## src/inc/dma_req_consts.svh

```systemverilog
// Register map, field positions, codes and reset values of the request block
//
// Behaviour
// - Each channel picks one of fifteen request sources by a 4-bit field.
// - Code 0 reserved, 1 pin, 2 software, 3-15 on-chip peripheral events.
// - Peripheral requests arrive with the peripheral's interrupt timing.
// - Writing one to a software request bit sets that channel's request.
// - Software request bits clear by themselves once the request is set.
// - With pin source, request pin activity sets the request bit.
// - A request is accepted only while request and enable are both one.
// - Enables reset to zero; software configures first, then enables.
// - Per-channel mode bit zero, the reset value, selects burst mode.
// - Sense bit zero (reset) is edge, one is level; pin burst only.
// - Edge sensing sets the request on a falling edge of the pin.
// - Burst edge request clears on disable, software, completion, terminate.
// - An accepted burst channel locks out all others until it stops.
// - Bus priority: refresh, then hold, then this controller, then CPU.
// - Refresh takes the bus after the current cycle; transfer resumes.
// - After a burst the CPU gets one bus cycle before the next channel.
// - Level sensing: request bit follows the pin, one while it is low.
// - Pin high in level burst stops at a cycle end, enable stays set.
// - Pin low again resumes the level-sensed transfer where it stopped.
// - Level request stays one while pin is low, even after completion.
// - Mode one is cycle steal; request clears at each transfer cycle start.
// - Fixed priority, channel 0 highest; burst decides at first acceptance.
`ifndef DMA_REQ_CONSTS_SVH
`define DMA_REQ_CONSTS_SVH

`define OFS_GCTRL    8'h00
`define OFS_SWREQ    8'h04
`define OFS_REQEN    8'h08
`define OFS_CHCTL0   8'h10

`define F_PRIO       0
`define F_EN_LSB     4
`define F_ACT_LSB    8
`define F_ACTV       10
`define F_OWN_LSB    11
`define F_SENSE      4
`define F_MODE       10

`define SRC_RSVD     4'h0
`define SRC_EXT      4'h1
`define SRC_SW       4'h2
`define SRC_TA0      4'h3
`define N_PERIPH     13

`define SENSE_LEVEL  1'b1
`define MODE_STEAL   1'b1

`define RST_SRC      4'h0
`define RST_SENSE    1'b0
`define RST_MODE     1'b0
`define RST_EN       1'b0
`define RST_PRIO     1'b0

`endif

```

## src/inc/dma_req_pkg.sv

```systemverilog
// Types shared by the request control block
package dma_req_pkg;

  typedef enum logic [1:0] {
    OWN_CPU     = 2'b00,
    OWN_DMA     = 2'b01,
    OWN_HOLD    = 2'b10,
    OWN_REFRESH = 2'b11
  } owner_e;

  typedef logic [3:0] src_t;

endpackage : dma_req_pkg

```

## src/inc/pin_sync_if.sv

```systemverilog
// Synchronised pin levels and falling-edge pulses between the two modules
`timescale 1ns/1ps
interface pin_sync_if #(
  parameter int N = 5
);
  logic [N-1:0] low;
  logic [N-1:0] fall;

  modport src (output low, output fall);
  modport dst (input  low, input  fall);
endinterface : pin_sync_if

```

## src/design/pin_sync.sv

```systemverilog
// Three-stage synchroniser with falling-edge detect for active-low pins
`timescale 1ns/1ps
module pin_sync #(
  parameter int N = 5
) (
  input  wire logic         clk_i,
  input  wire logic         rst_i,
  input  wire logic [N-1:0] pin_n_i,
  pin_sync_if.src           sy
);

  logic [N-1:0] s1_r;
  logic [N-1:0] s2_r;
  logic [N-1:0] s3_r;
  logic [N-1:0] lvl_r;
  logic [N-1:0] fall_r;

  always_ff @(posedge clk_i) begin
    if (rst_i) begin
      s1_r <= '1;
      s2_r <= '1;
      s3_r <= '1;
    end else begin
      s1_r <= pin_n_i;
      s2_r <= s1_r;
      s3_r <= s2_r;
    end
  end

  // Change accepted only when stages two and three agree
  for (genvar b = 0; b < N; b++) begin : g_bit
    always_ff @(posedge clk_i) begin
      if (rst_i) begin
        lvl_r[b]  <= 1'b1;
        fall_r[b] <= 1'b0;
      end else begin
        fall_r[b] <= (s2_r[b] == s3_r[b]) && lvl_r[b] && !s3_r[b];
        if (s2_r[b] == s3_r[b]) begin
          lvl_r[b] <= s3_r[b];
        end
      end
    end
  end

  assign sy.low  = ~lvl_r;
  assign sy.fall = fall_r;

endmodule : pin_sync

```

## src/design/transfer_controller.sv

```systemverilog
// Four-channel transfer request, acceptance and bus hand-over control
`timescale 1ns/1ps
`include "dma_req_consts.svh"
module transfer_controller import dma_req_pkg::*; #(
  parameter int NCH   = 4,
  parameter int ADR_W = 8
) (
  input  wire logic             clk_i,
  input  wire logic             rst_i,
  input  wire logic             cyc_i,
  input  wire logic             stb_i,
  input  wire logic             we_i,
  input  wire logic [ADR_W-1:0] adr_i,
  input  wire logic [3:0]       sel_i,
  input  wire logic [31:0]      dat_i,
  output logic      [31:0]      dat_o,
  output logic                  ack_o,
  input  wire logic [NCH-1:0]   transfer_request_pin_n_i,
  input  wire logic             terminate_count_pin_n_i,
  input  wire logic [12:0]      periph_evt_i,
  input  wire logic             refresh_req_i,
  input  wire logic             hold_req_i,
  input  wire logic             bus_cycle_end_i,
  input  wire logic             last_xfer_i,
  output logic      [1:0]       bus_owner_o,
  output logic                  dma_grant_o,
  output logic      [1:0]       channel_n_o
);

  localparam int CW = 2;

  if (NCH != 4) begin : g_bad_nch
    $error("transfer_controller: NCH must be 4");
  end
  if (ADR_W < 8) begin : g_bad_adr
    $error("transfer_controller: ADR_W must be at least 8");
  end

  // Bus slave state
  logic          ack_r;
  logic [31:0]   rdat_r;
  logic [31:0]   rd_word;
  logic          bus_req;
  logic          wr;
  logic [7:0]    adr8;
  logic          chctl_hit;
  logic [CW-1:0] chctl_idx;
  logic          wr_gctrl;
  logic          wr_sw;
  logic          wr_reqen;

  // Control and channel state
  logic           prio_r;
  owner_e         owner_r;
  owner_e         owner_nxt;
  logic [CW-1:0]  chan_r;
  logic           act_v_r;
  logic [CW-1:0]  act_ch_r;
  logic           cpu_turn_r;
  logic [NCH-1:0] req_v;
  logic [NCH-1:0] en_v;
  logic [NCH-1:0] sw_v;
  logic [NCH-1:0] mode_v;
  logic [NCH-1:0] elig;
  logic [NCH-1:0] done_v;
  logic [NCH-1:0] tc_stop_v;
  logic [NCH-1:0] cs_start_v;
  src_t           src_a   [NCH];
  logic           sense_a [NCH];
  logic           pick_v;
  logic [CW-1:0]  pick;
  logic           stop_now;
  logic           grant_dma;
  logic           act_release;

  pin_sync_if #(.N(NCH + 1)) sy ();

  pin_sync #(
    .N (NCH + 1)
  ) u_sync (
    .clk_i   (clk_i),
    .rst_i   (rst_i),
    .pin_n_i ({terminate_count_pin_n_i, transfer_request_pin_n_i}),
    .sy      (sy)
  );

  // One wait state; a write lands on the edge that samples ack
  assign bus_req   = cyc_i & stb_i & ~ack_r;
  assign wr        = cyc_i & stb_i & ack_r & we_i;
  assign adr8      = adr_i[7:0];
  assign chctl_hit = (adr8 >= `OFS_CHCTL0)
                   && (adr8 < (`OFS_CHCTL0 + 8'(NCH * 4)))
                   && (adr8[1:0] == 2'h0);
  assign chctl_idx = CW'((adr8 - `OFS_CHCTL0) >> 2);
  assign wr_gctrl  = wr & sel_i[0] & (adr8 == `OFS_GCTRL);
  assign wr_sw     = wr & sel_i[0] & (adr8 == `OFS_SWREQ);
  assign wr_reqen  = wr & sel_i[0] & (adr8 == `OFS_REQEN);

  always_ff @(posedge clk_i) begin
    if (rst_i) begin
      ack_r  <= 1'b0;
      rdat_r <= 32'h0000_0000;
    end else begin
      ack_r <= bus_req;
      if (bus_req && !we_i) begin
        rdat_r <= rd_word;
      end
    end
  end

  assign ack_o = ack_r;
  assign dat_o = rdat_r;

  // Unmapped offsets in adr_i[7:0] read zero and ignore writes; upper address bits are not decoded
  always_comb begin
    rd_word = 32'h0000_0000;
    if (adr8 == `OFS_GCTRL) begin
      rd_word[`F_PRIO] = prio_r;
    end else if (adr8 == `OFS_SWREQ) begin
      rd_word[NCH-1:0] = sw_v;
    end else if (adr8 == `OFS_REQEN) begin
      rd_word[NCH-1:0]                 = req_v;
      rd_word[`F_EN_LSB +: NCH]        = en_v;
      rd_word[`F_ACT_LSB +: CW]        = act_ch_r;
      rd_word[`F_ACTV]                 = act_v_r;
      rd_word[`F_OWN_LSB +: 2]         = owner_r;
    end else if (chctl_hit) begin
      rd_word[3:0]      = src_a[chctl_idx];
      rd_word[`F_SENSE] = sense_a[chctl_idx];
      rd_word[`F_MODE]  = mode_v[chctl_idx];
    end
  end

  // Rotation is not built; the select bit is kept for software only
  always_ff @(posedge clk_i) begin
    if (rst_i) begin
      prio_r <= `RST_PRIO;
    end else if (wr_gctrl) begin
      prio_r <= dat_i[`F_PRIO];
    end
  end

  // Events that clear a channel's request: run end or terminate while it owns the bus, and the steal-mode grant
  for (genvar i = 0; i < NCH; i++) begin : g_stop
    assign done_v[i]    = bus_cycle_end_i && last_xfer_i
                        && (owner_r == OWN_DMA) && (chan_r == CW'(i));
    assign tc_stop_v[i] = sy.low[NCH] && (owner_r == OWN_DMA)
                        && (chan_r == CW'(i));
    assign cs_start_v[i] = grant_dma && (pick == CW'(i)) && mode_v[i];
  end

  for (genvar i = 0; i < NCH; i++) begin : g_ch
    src_t src_q;
    logic sense_q;
    logic mode_q;
    logic en_q;
    logic req_q;
    logic sw_q;
    logic wr_ch;
    logic en_nxt;
    logic is_ext;
    logic level;
    logic periph_hit;
    logic set_req;
    logic clr_req;

    assign wr_ch  = wr && chctl_hit && (chctl_idx == CW'(i));
    assign is_ext = (src_q == `SRC_EXT);
    // level only for pin in burst
    assign level  = is_ext && (sense_q == `SENSE_LEVEL)
                  && (mode_q != `MODE_STEAL);

    always_ff @(posedge clk_i) begin
      if (rst_i) begin
        src_q   <= `RST_SRC;
        sense_q <= `RST_SENSE;
      end else if (wr_ch && sel_i[0]) begin
        src_q   <= dat_i[3:0];
        sense_q <= dat_i[`F_SENSE];
      end
    end

    always_ff @(posedge clk_i) begin
      if (rst_i) begin
        mode_q <= `RST_MODE;
      end else if (wr_ch && sel_i[1]) begin
        mode_q <= dat_i[`F_MODE];
      end
    end

    always_comb begin
      en_nxt = en_q;
      if (wr_reqen) begin
        en_nxt = dat_i[`F_EN_LSB + i];
      end
      if (done_v[i]) begin
        en_nxt = 1'b0;
      end
    end

    always_ff @(posedge clk_i) begin
      if (rst_i) begin
        en_q <= `RST_EN;
      end else begin
        en_q <= en_nxt;
      end
    end

    always_ff @(posedge clk_i) begin
      if (rst_i) begin
        sw_q <= 1'b0;
      end else begin
        sw_q <= (wr_sw && dat_i[i]) || (sw_q && !req_q);
      end
    end

    // code 3 upward maps to events
    assign periph_hit = (src_q >= `SRC_TA0)
                     && periph_evt_i[4'(src_q - `SRC_TA0)];

    assign set_req = (is_ext && !level && sy.fall[i])
                   || ((src_q == `SRC_SW) && sw_q)
                   || periph_hit;

    assign clr_req = (en_q && !en_nxt)
                   || (wr_reqen && !dat_i[i])
                   || done_v[i]
                   || tc_stop_v[i]
                   || cs_start_v[i];

    always_ff @(posedge clk_i) begin
      if (rst_i) begin
        req_q <= 1'b0;
      end else if (level) begin
        req_q <= sy.low[i];
      end else if (set_req) begin
        req_q <= 1'b1;
      end else if (clr_req) begin
        req_q <= 1'b0;
      end
    end

    assign src_a[i]   = src_q;
    assign sense_a[i] = sense_q;
    assign mode_v[i]  = mode_q;
    assign en_v[i]    = en_q;
    assign req_v[i]   = req_q;
    assign sw_v[i]    = sw_q;
  end

  assign elig = req_v & en_v;

  // active burst channel holds the choice
  always_comb begin
    pick_v = 1'b0;
    pick   = '0;
    for (int k = NCH - 1; k >= 0; k--) begin
      if (elig[k]) begin
        pick_v = 1'b1;
        pick   = CW'(k);
      end
    end
    if (act_v_r) begin
      pick_v = elig[act_ch_r];
      pick   = act_ch_r;
    end
  end

  assign stop_now = |(done_v | tc_stop_v);

  // CPU gets the bus after a run
  always_comb begin
    if (refresh_req_i) begin
      owner_nxt = OWN_REFRESH;
    end else if (hold_req_i) begin
      owner_nxt = OWN_HOLD;
    end else if (stop_now || (cpu_turn_r && owner_r != OWN_CPU)) begin
      owner_nxt = OWN_CPU;
    end else if (pick_v) begin
      owner_nxt = OWN_DMA;
    end else begin
      owner_nxt = OWN_CPU;
    end
  end

  assign grant_dma = bus_cycle_end_i && (owner_nxt == OWN_DMA);

  // owner changes only at cycle end
  always_ff @(posedge clk_i) begin
    if (rst_i) begin
      owner_r <= OWN_CPU;
    end else if (bus_cycle_end_i) begin
      owner_r <= owner_nxt;
    end
  end

  always_ff @(posedge clk_i) begin
    if (rst_i) begin
      chan_r <= '0;
    end else if (grant_dma) begin
      chan_r <= pick;
    end
  end

  assign act_release = act_v_r && (stop_now || !elig[act_ch_r]);

  always_ff @(posedge clk_i) begin
    if (rst_i) begin
      act_v_r  <= 1'b0;
      act_ch_r <= '0;
    end else if (act_release) begin
      act_v_r <= 1'b0;
    end else if (grant_dma && !act_v_r && !mode_v[pick]) begin
      act_v_r  <= 1'b1;
      act_ch_r <= pick;
    end
  end

  always_ff @(posedge clk_i) begin
    if (rst_i) begin
      cpu_turn_r <= 1'b0;
    end else if (act_release) begin
      cpu_turn_r <= 1'b1;
    end else if (bus_cycle_end_i && owner_r == OWN_CPU) begin
      cpu_turn_r <= 1'b0;
    end
  end

  assign bus_owner_o = owner_r;
  assign dma_grant_o = (owner_r == OWN_DMA);
  assign channel_n_o = chan_r;

endmodule : transfer_controller

```

## config.mk

```make
export PLATFORM = sky130hd
export DESIGN_NAME = transfer_controller
export DESIGN_NICKNAME = d
export VERILOG_FILES = /design/src/inc/dma_req_pkg.sv /design/src/inc/pin_sync_if.sv /design/src/design/pin_sync.sv /design/src/design/transfer_controller.sv
export VERILOG_INCLUDE_DIRS = /design/src /design/src/inc
export SDC_FILE = /design/constraint.sdc
export NUM_CORES = 1
export LEC_CHECK = 0
export BUFFER_PORTS_ARGS = -buffer_cell sky130_fd_sc_hd__buf_2
export CORE_ASPECT_RATIO = 1.75
export CORE_MARGIN = 2
export CORE_UTILIZATION = 50
export DETAILED_ROUTE_END_ITERATION = 16
export PLACE_DENSITY_LB_ADDON = 0.15
export SETUP_SLACK_MARGIN = 0.3
export SYNTH_ARGS = -nofsm -noshare
export SYNTH_HDL_FRONTEND = slang
export SYNTH_SLANG_ARGS = --single-unit
export TNS_END_PERCENT = 50
```

## constraint.sdc

```tcl
create_clock -name clk_i -period 2.2 [get_ports clk_i]
set_input_delay 0.33 -clock clk_i [delete_from_list [all_inputs] [get_ports clk_i]]
set_output_delay 0.33 -clock clk_i [all_outputs]
set_load 0.03 [all_outputs]
```

======== Yosys cells after proc, flatten, opt, wreduce, memory -nomap -nowiden ========
Cells that the tools add are included.
storage, ports and cells
  bits in registers ....................... 83
  input bits .............................. 71
  output and inout bits ................... 38
  logic and storage cells ................. 331
cells by class
  $add $sub $neg .......................... 5
  order comparisons ....................... 14
  equality and inequality tests ........... 26
  muxes and demuxes ....................... 66
  bitwise operators ....................... 18
  reduce and logical (&&, ||, !) cells .... 158
operators by type and width
  cell                                                                          number
  1-bit logical AND                                                             89
  1-bit two-way mux                                                             41
  1-bit logical OR                                                              30
  1-bit zero test                                                               24
  4-bit by 5-bit less-than comparator with 1-bit output, second input constant  4
  1-bit binary-select mux with 4-bit select                                     4
  4-bit by 1-bit equality test with 1-bit output, second input constant         4
  4-bit by 2-bit equality test with 1-bit output, second input constant         4
  4-bit by 2-bit >= comparator with 1-bit output, second input constant         4
  2-bit two-way mux                                                             8
  4-bit by 2-bit subtractor with 4-bit output, second input constant            4
  5-bit two-way mux                                                             3
  2-bit equality test, second input constant                                    6
  12-bit two-way mux                                                            1
  4-bit two-way mux                                                             3
  3-bit nonzero test                                                            4
  2-bit by 1-bit equality test with 1-bit output, second input constant         5
  2-bit zero test                                                               5
  2-bit by 3-bit less-than comparator with 1-bit output, second input constant  3
  9-bit two-way mux                                                             1
  1-bit AND                                                                     8
  1-bit binary-select mux with 2-bit select                                     4
  4-bit binary-select mux with 2-bit select                                     1
  8-bit by 3-bit equality test with 1-bit output, second input constant         1
  other kinds (16)                                                              26

======== Logic depth before layout (Yosys ltp) ========
Gate-level depths: netlist of run 1.
  depth in word-level cells ............... 18
  depth in mapped cells ................... 10
  depth with buffers taken out ............ 8

======== Hierarchy ========
A second synthesis of run 1 with hierarchy kept.
unflattened totals
  cells, all modules ...................... 557
  area total of the unflattened synthesis .. 4986.0 um2
modules (own cells, without submodules)
  module               instances  cells an instance  area each (um2)  sequential area each (um2)
  transfer_controller  1          490                4212.8           1181.1
  pin_sync             1          67                 773.2            500.5

======== Worst setup path before layout of run 1 ========
No wires, ideal clock.
  path kind ............................... flip-flop to flip-flop
  from .................................... reg g_ch[3].src_q[0]
  to ...................................... reg g_ch[3].req_q
  setup time .............................. 133 ps
  data arrival time ....................... 2222 ps
  required time ........................... 2067 ps
  path slack .............................. -155 ps
  stages on the path, launching flop included .. 11
  buffers on the path ..................... 2
  period minus slack after synthesis ...... 2355 ps
  cell sequence ........................... dfxtp_1 buf_2 inv_1 ha_1 clkbuf_1 mux4_2 mux2_2 o32a_1 o21ai_2 mux2i_1 o221ai_1
on the way
  word-level cells in the longest chain between the ends .. 10
  elaborated cells between the ends (all ways) .. 18
  those cells by class .................... add/sub: 1; order compare: 1; eq/ne: 2; mux: 4; reduce/logical: 10
RTL lines
  item                                                                                  line                        RTL
  start: declaration                                                                    transfer_controller.sv:153  src_t src_q;
  start signal: assignment                                                              transfer_controller.sv:175  src_q <= `RST_SRC;
  start signal: assignment                                                              transfer_controller.sv:178  src_q <= dat_i[3:0];
  branches (longest 10 deep; another with 4-bit by 2-bit subtractor with 4-bit output)  -
  end signal: assignment                                                                transfer_controller.sv:235  req_q <= sy.low[i];
  end: declaration                                                                      transfer_controller.sv:157  logic req_q;
Parallel ways; which one is timed is not known. The select of a mux whose other input is x is not followed.
A chain may end at the register's enable or synchronous reset.

======== Worst setup path after layout of run 1 ========
Ends and elaborated chain as after synthesis.

==> flow_summary_export.csv, run 1 <==
group,metric,value,unit
synthesis,synth_flop_cell,"dfxtp_1",
sta,finalSetupViolCount,0,
detailed_routing,vias_per_cell,5.821,
place,dp.final_hpwl,10830,um
min_path,hp-start,"transfer_request_pin_n_i[2]",
global_route,grt_max_degree,26,
cts,path_clk_slew,0.07,ns
detailed_routing,drt-initial-drc-count,277,
die,fp.dieH,135.3,um
min_path,holdCritPathClass,"input port to register",
cts,numCtsBuffers,9,
synthesis,netlist_top_cells_area,"dfxtp_1, mux4_2, mux2i_1, nor2_1, nand2_1",
detailed_routing,num_vias,4657,
synthesis,ys_seq_elements,83,
synthesis,synth_xor_xnor_area_share,0.8897,%
global_route,grt_pass1_vias,4536,
finish,finalNetCount,756,
pwr,leakagePower,2.286,nW
finish,multiInputGateArea,3148,um2
global_route,globalRouteOverflowTotal,0,
critical_path,endpoint_kind,"register",
synthesis,synth_simple_gate_area_share,21.28,%
detailed_routing,drc,0,
sta,setup_ws,0.1823,ns
synthesis,synth_compound_area_share,18.40,%
sta,clock_skew,0.007854,ns
sta,whs,0.1642,ns
cts,clk_latency,0.34,ns
pwr,pwr-share-clk,46.2,%
pwr,power-per-cell-area,556.9,nW/um2
synthesis,syn-cell-area,4922,um2
critical_path,critical_path.max_stage_delay,0.35,ns
critical_path,reg2reg_from,"g_ch[3].src_q[0]",
synthesis,avgSynthCellArea,8.487,um2
pwr,intPower,0.002521,W
critical_path,crit_path_start,"g_ch[3].src_q[0]",
status,outcome,"completed",
finish,syn_to_final_growth,23.44,%
global_route,grt.total_usage,26.87,%
cts,cts_tree,"done",
sta,fin_crit,2.018,ns
finish,fillers,812,
place,place_congestion,0.9333,
place,place_ws,0.07835,ns
synthesis,synth-async-reset-ratio,0,%
global_route,grt_pass1_wl,22270,um
global_route,antenna_found_initial,0,
finish,num_antenna_cells,0,
critical_path,critPathMaxFanout,5,
critical_path,worstSetupPathType,"register to register",
detailed_routing,drtPass1Iterations,4,
critical_path,path_buf_inv,1,
die,boundaryPins,109,
sta,rsz0062_at_grt,"yes",
die,die_w,79,um
synthesis,syn_inst,580,
pwr,p_switching,0.0008628,W
cts,ctsHoldBuffers,0,
cts,htree_levels,3,
die,start_util,51.67,%
cts,clockBufferDepth,2,
critical_path,worst_ep_arrival_time,2.23,ns
synthesis,yosys.area.top_type_share,33.76,%
die,dieArea,10690,um2
run,cap_violations,0,
detailed_routing,wire_per_inst,17.77,um
place,portBuffers,64,
sta,fmax,495.6,MHz
synthesis,synth.distinct_cells,64,
synthesis,synth_adder_area_share,3.050,%
sta,final_max_slew_viol_count,0,
pwr,pwr-share-comb,8.8,%
cts,clock_sinks,83,
cts,root_buffer,"clkbuf_16",
critical_path,cpMaxStageDelayCell,"dfxtp_2",
critical_path,required,2.41,ns
sta,final.period_utilization,91.71,%
finish,drive_gt1_share,30.97,%
sta,final_hold_viol_count,0,
synthesis,synthMuxAreaShare,15.10,%
critical_path,crit_chain,"inv_2 > ha_4 > mux4_2 > mux2_4 > o32a_1 > o21ai_4 > mux2i_1 > o221ai_1",
die,core-area,9527,um2
synthesis,ys_warn_count,0,
synthesis,synth_edf_count,0,
detailed_routing,wl,14210,um
critical_path,crit_family,"multiplexers",
critical_path,crit_path_start_kind,"register",
synthesis,synth_top_family_by_area,"simple AND/OR/NAND/NOR gates",
pwr,seqPwrFrac,44.9,%
synthesis,yosysTopAreaCell,"dfxtp_1",
detailed_routing,ant_nets,0,
finish,seqCellArea,1680,um2
sta,setup_tns,0,ns
pwr,switching_share,25.50,%
synthesis,ys_seq_area_share,33.76,%
pwr,vdd_drop_max,0.0004034,V
die,num_rows,47,
[cell type report]
| type | instances | share of cell area (%) |
|---|---|---|
| Clock buffer | 9 | 3.707 |
| Timing Repair Buffer | 112 | 11.45 |
| Multi-Input combinational cell | 443 | 51.81 |
| Clock inverter | 7 | 1.380 |
| Inverter | 24 | 1.483 |
| Tap cell | 122 | 2.512 |
| Sequential cell | 83 | 27.66 |
[Yosys cell counts (7+ instances only)]
cell type / number
nand3_1: 11
nor2_1: 66
a21oi_1: 40
buf_4: 20
or2_2: 17
mux2_2: 7
dfxtp_1: 83
clkbuf_1: 20
a22oi_1: 10
o21ai_0: 37
nor3_1: 8
mux2i_1: 27
ha_1: 12
nand2_1: 61
nor2b_1: 11
inv_1: 24
a31oi_1: 7
mux4_2: 14
[placed cells by master, fill, tap and decap left out, types with 4 or more instances in the layout]
master,instances
dfxtp_1,74
inv_2,4
and3_1,5
a21oi_1,38
clkbuf_16,9
dfxtp_2,6
mux2i_1,26
ha_1,6
xnor2_1,5
a22oi_1,10
nor3b_1,6
nand3_1,11
conb_1,19
nor3_1,7
nand2_1,61
or2_2,17
nand4_1,4
inv_1,20
nor2_1,66
buf_4,45
o21ai_0,35
buf_2,64
a31oi_1,7
o21a_1,4
mux4_2,14
ha_4,6
mux2_2,6
nor2b_1,11
[worst paths after layout]
| path | end | slack, ns | cells past startpoint |
|---|---|---|---|
| setup / recovery | g_ch[3].req_q | 0.18 | 8 |
| hold / removal | u_sync.s1_r[2] | 0.16 | 2 |
| setup reg to reg | g_ch[3].req_q | 0.18 | 8 |
| hold reg to reg | u_sync.s2_r[1] | 0.41 | 1 |
[cell families after synthesis]
family | Yosys count
and+or+nand+nor | 214
other | 1
adders and majority gates | 12
buffers and inverters | 72
DFF | 83
xor gates and xnor gates | 5
AOI/OAI and AO/OA | 142
muxes | 51
[power by group through the flow]
stage                     logic (W)  registers [W]  clock network (W)
after CTS                  0.000290        0.00152            0.00160
after global routing       0.000321        0.00152            0.00166
after global placement     0.000282        0.00156                  0
after floorplan            0.000183        0.00157                  0
after detailed placement   0.000287        0.00156                  0
final                      0.000298        0.00152            0.00156
[timing repair]
action | in CTS | in global routing
gates resized for setup | 12 | 37
endpoints found under the setup margin | 7 | 9
buffers inserted | 2 | 6
pin swaps | 2 | 9
[stage by stage]
stage,instance area [um2],utilization [%],total power [W],std cells
2_1_floorplan,5027,-,0.001748,598
3_3_place_gp,5504,57.78,0.001840,776
3_5_place_dp,5504,57.78,0.001846,776
4_1_cts,5868,61.60,0.003410,794
5_1_grt,6076,63.78,0.003499,800
6_report,6076,63.78,0.003384,800
[worst register-to-register path, delay by kind of cell, from the launching register on]
family	cells	cell delay [ns]
buffers and inverters	1	0.05
AO/OA/AOI/OAI	3	0.43
multiplexers	3	0.77
flip-flops	1	0.35
adder cells (fa/ha/maj)	1	0.29
[state kept, by name, summed over array words and instances (netlist names), 5 cells and up]
name          flops
g_ch.src_q       16
u_sync.s2_r       5
dat_o            13
u_sync.s1_r       5
u_sync.lvl_r      5
u_sync.s3_r       5
[per-layer routing]
metal  part of all wire [%]  vias to the layer above  routed length [um]  global-route usage, %
li1                       -                     2240                   -                      -
met1                     36                     2205                5101                  28.28
met2                     54                      161                7639                  48.45
met3                    4.1                       51                 586                  4.267
met4                    6.2                        0                 884                  17.43
met5                      0                        -                   0                      0
Note: power is estimated with default switching activity, not from simulation.
==> run 2, diff against run 1 <==
--- a/config.mk
+++ b/config.mk
@@ -9,7 +9,7 @@
 export BUFFER_PORTS_ARGS = -buffer_cell sky130_fd_sc_hd__buf_2
 export CORE_ASPECT_RATIO = 1.75
 export CORE_MARGIN = 2
-export CORE_UTILIZATION = 50
+export CORE_UTILIZATION = 25
 export DETAILED_ROUTE_END_ITERATION = 16
 export PLACE_DENSITY_LB_ADDON = 0.15
 export SETUP_SLACK_MARGIN = 0.3
==> flow_summary_export.csv, run 2 (same netlist as run 1, synthesis figures left out) <==
group,metric,value,unit
min_path,whs_path_depth,2,
min_path,holdCritPathClass,"input port to register",
critical_path,required,2.48,ns
die,num_rows,67,
critical_path,crit_path_start,"g_ch[1].src_q[0]",
finish,seqCellArea,1683,um2
global_route,globalRouteOverflowTotal,0,
cts,clk_latency,0.35,ns
finish,multiInputGateArea,3093,um2
finish,finalNetCount,770,
status,outcome,"completed",
place,post-place-cells,915,
detailed_routing,vias_per_cell,4.960,
cts,cts_tree,"done",
pwr,power-per-cell-area,552.4,nW/um2
detailed_routing,drtPass1Iterations,5,
sta,fmax,490.7,MHz
global_route,grt_pass1_wl,25120,um
sta,final.period_utilization,92.64,%
sta,setup_tns,0,ns
critical_path,endpoint_kind,"register",
critical_path,reg2reg_from,"g_ch[1].src_q[0]",
die,dieArea,20870,um2
sta,clock_skew,0.005583,ns
finish,final_util,32.69,%
sta,final_max_slew_viol_count,0,
pwr,leakagePower,2.355,nW
critical_path,critPathMaxFanout,4,
critical_path,worst_ep_arrival_time,2.31,ns
detailed_routing,drt-initial-drc-count,248,
sta,finalSetupViolCount,0,
global_route,grt.total_usage,16.08,%
cts,ctsHoldBuffers,0,
global_route,grt_max_degree,29,
place,place_congestion,0.8576,
place,dp.final_hpwl,13080,um
detailed_routing,wire_per_inst,17.59,um
critical_path,worstSetupPathType,"register to register",
sta,fin_crit,2.038,ns
sta,final_hold_viol_count,0,
sta,rsz0062_at_grt,"yes",
cts,numCtsBuffers,9,
critical_path,rrSetupSlack,0.16,ns
cts,root_buffer,"clkbuf_16",
critical_path,r2r_end,"g_ch[1].req_q",
die,fp.dieH,189.6,um
finish,instances_no_fill,932,
run,cap_violations,0,
global_route,antenna_found_initial,0,
critical_path,crit_path_start_kind,"register",
detailed_routing,wl,16400,um
detailed_routing,ant_nets,0,
die,start_util,25.64,%
place,portBuffers,64,
cts,htree_levels,3,
critical_path,crit_end,"g_ch[1].req_q",
finish,drive_gt1_share,31.26,%
finish,final_cell_mix,"dfxtp_1, nor2_1, buf_2",
cts,path_clk_slew,0.06,ns
finish,syn_to_final_growth,27.50,%
finish,top_register,"g_ch.src_q",
critical_path,r2r_cells,10,
die,die_w,110.1,um
cts,clockBufferDepth,2,
place,place_area,5803,um2
detailed_routing,drc,0,
finish,final_common_cell,"dfxtp_1",
finish,largest_reg_flops,16,
finish,fillers,2057,
pwr,vdd_drop_max,0.0003195,V
detailed_routing,num_vias,4623,
global_route,grt_pass1_vias,4590,
cts,clock_sinks,83,
die,core-area,19200,um2
finish,num_antenna_cells,0,
finish,finalInstanceArea,6276,um2
die,boundaryPins,109,
[run 2: critical path, cell delays in order, from the launching register on]
cell	delay, ns
dfxtp_4	0.36
buf_4	0.15
ha_1	0.23
nor4bb_2	0.18
a21oi_2	0.27
buf_4	0.15
o311ai_0	0.14
a21oi_1	0.16
o41ai_1	0.10
buf_4	0.16
o21ai_1	0.06
[run 2: layout make-up]
type                    count  area share (%)
multi-input cells         443           49.28
inverters                  24           1.435
repair buffers            126           12.64
clock buffers               9           3.589
flip-flops and latches     83           26.81
well taps                 241           4.805
clock inverters             6           1.435
[run 2: per-stage QoR]
step	setup slack, ns	hold WS, ns	total power, W
final	0.1619	0.1633	0.003467
after global routing	0.05764	0.1628	0.003591
after CTS	0.1386	0.1552	0.003511
after detailed placement	-0.01446	0.3937	0.001859
after global placement	-0.04699	0.3913	0.001856
after floorplan	0.03370	0.3895	0.001748
[run 2: how the worst min path moves through the flow]
stage                                           start  slack, ns             end
after floorplan                        u_sync.s1_r[0]       0.39  u_sync.s2_r[0]
after global placement                 u_sync.s1_r[4]       0.39  u_sync.s2_r[4]
after detailed placement               u_sync.s1_r[3]       0.39  u_sync.s2_r[3]
after CTS                 transfer_request_pin_n_i[2]       0.16  u_sync.s1_r[2]
after global routing      transfer_request_pin_n_i[3]       0.16  u_sync.s1_r[3]
final                     transfer_request_pin_n_i[2]       0.16  u_sync.s1_r[2]
[run 2: metal layers]
layer	vias to the layer above	routed length, um	part of all wire, %	global-route usage [%]
met4	0	969	5.9	9.786
met3	44	450	2.7	1.439
met2	130	9002	55	30.46
met5	-	0	0	0
met1	2185	5974	36	16.29
li1	2264	-	-	-
[run 2: where the power goes]
group | switching, W | total (W) | internal [W]
Combinational | 0.000198 | 0.000301 | 0.000103
Clock | 0.000652 | 0.00164 | 0.000992
Sequential | 0.00000868 | 0.00152 | 0.00151
[run 2: what timing repair did]
item                       4_1_cts  5_1_grt
resized for setup               13       24
buffers inserted                 2        0
setup endpoints to repair        8        8
pin swaps                        1        3
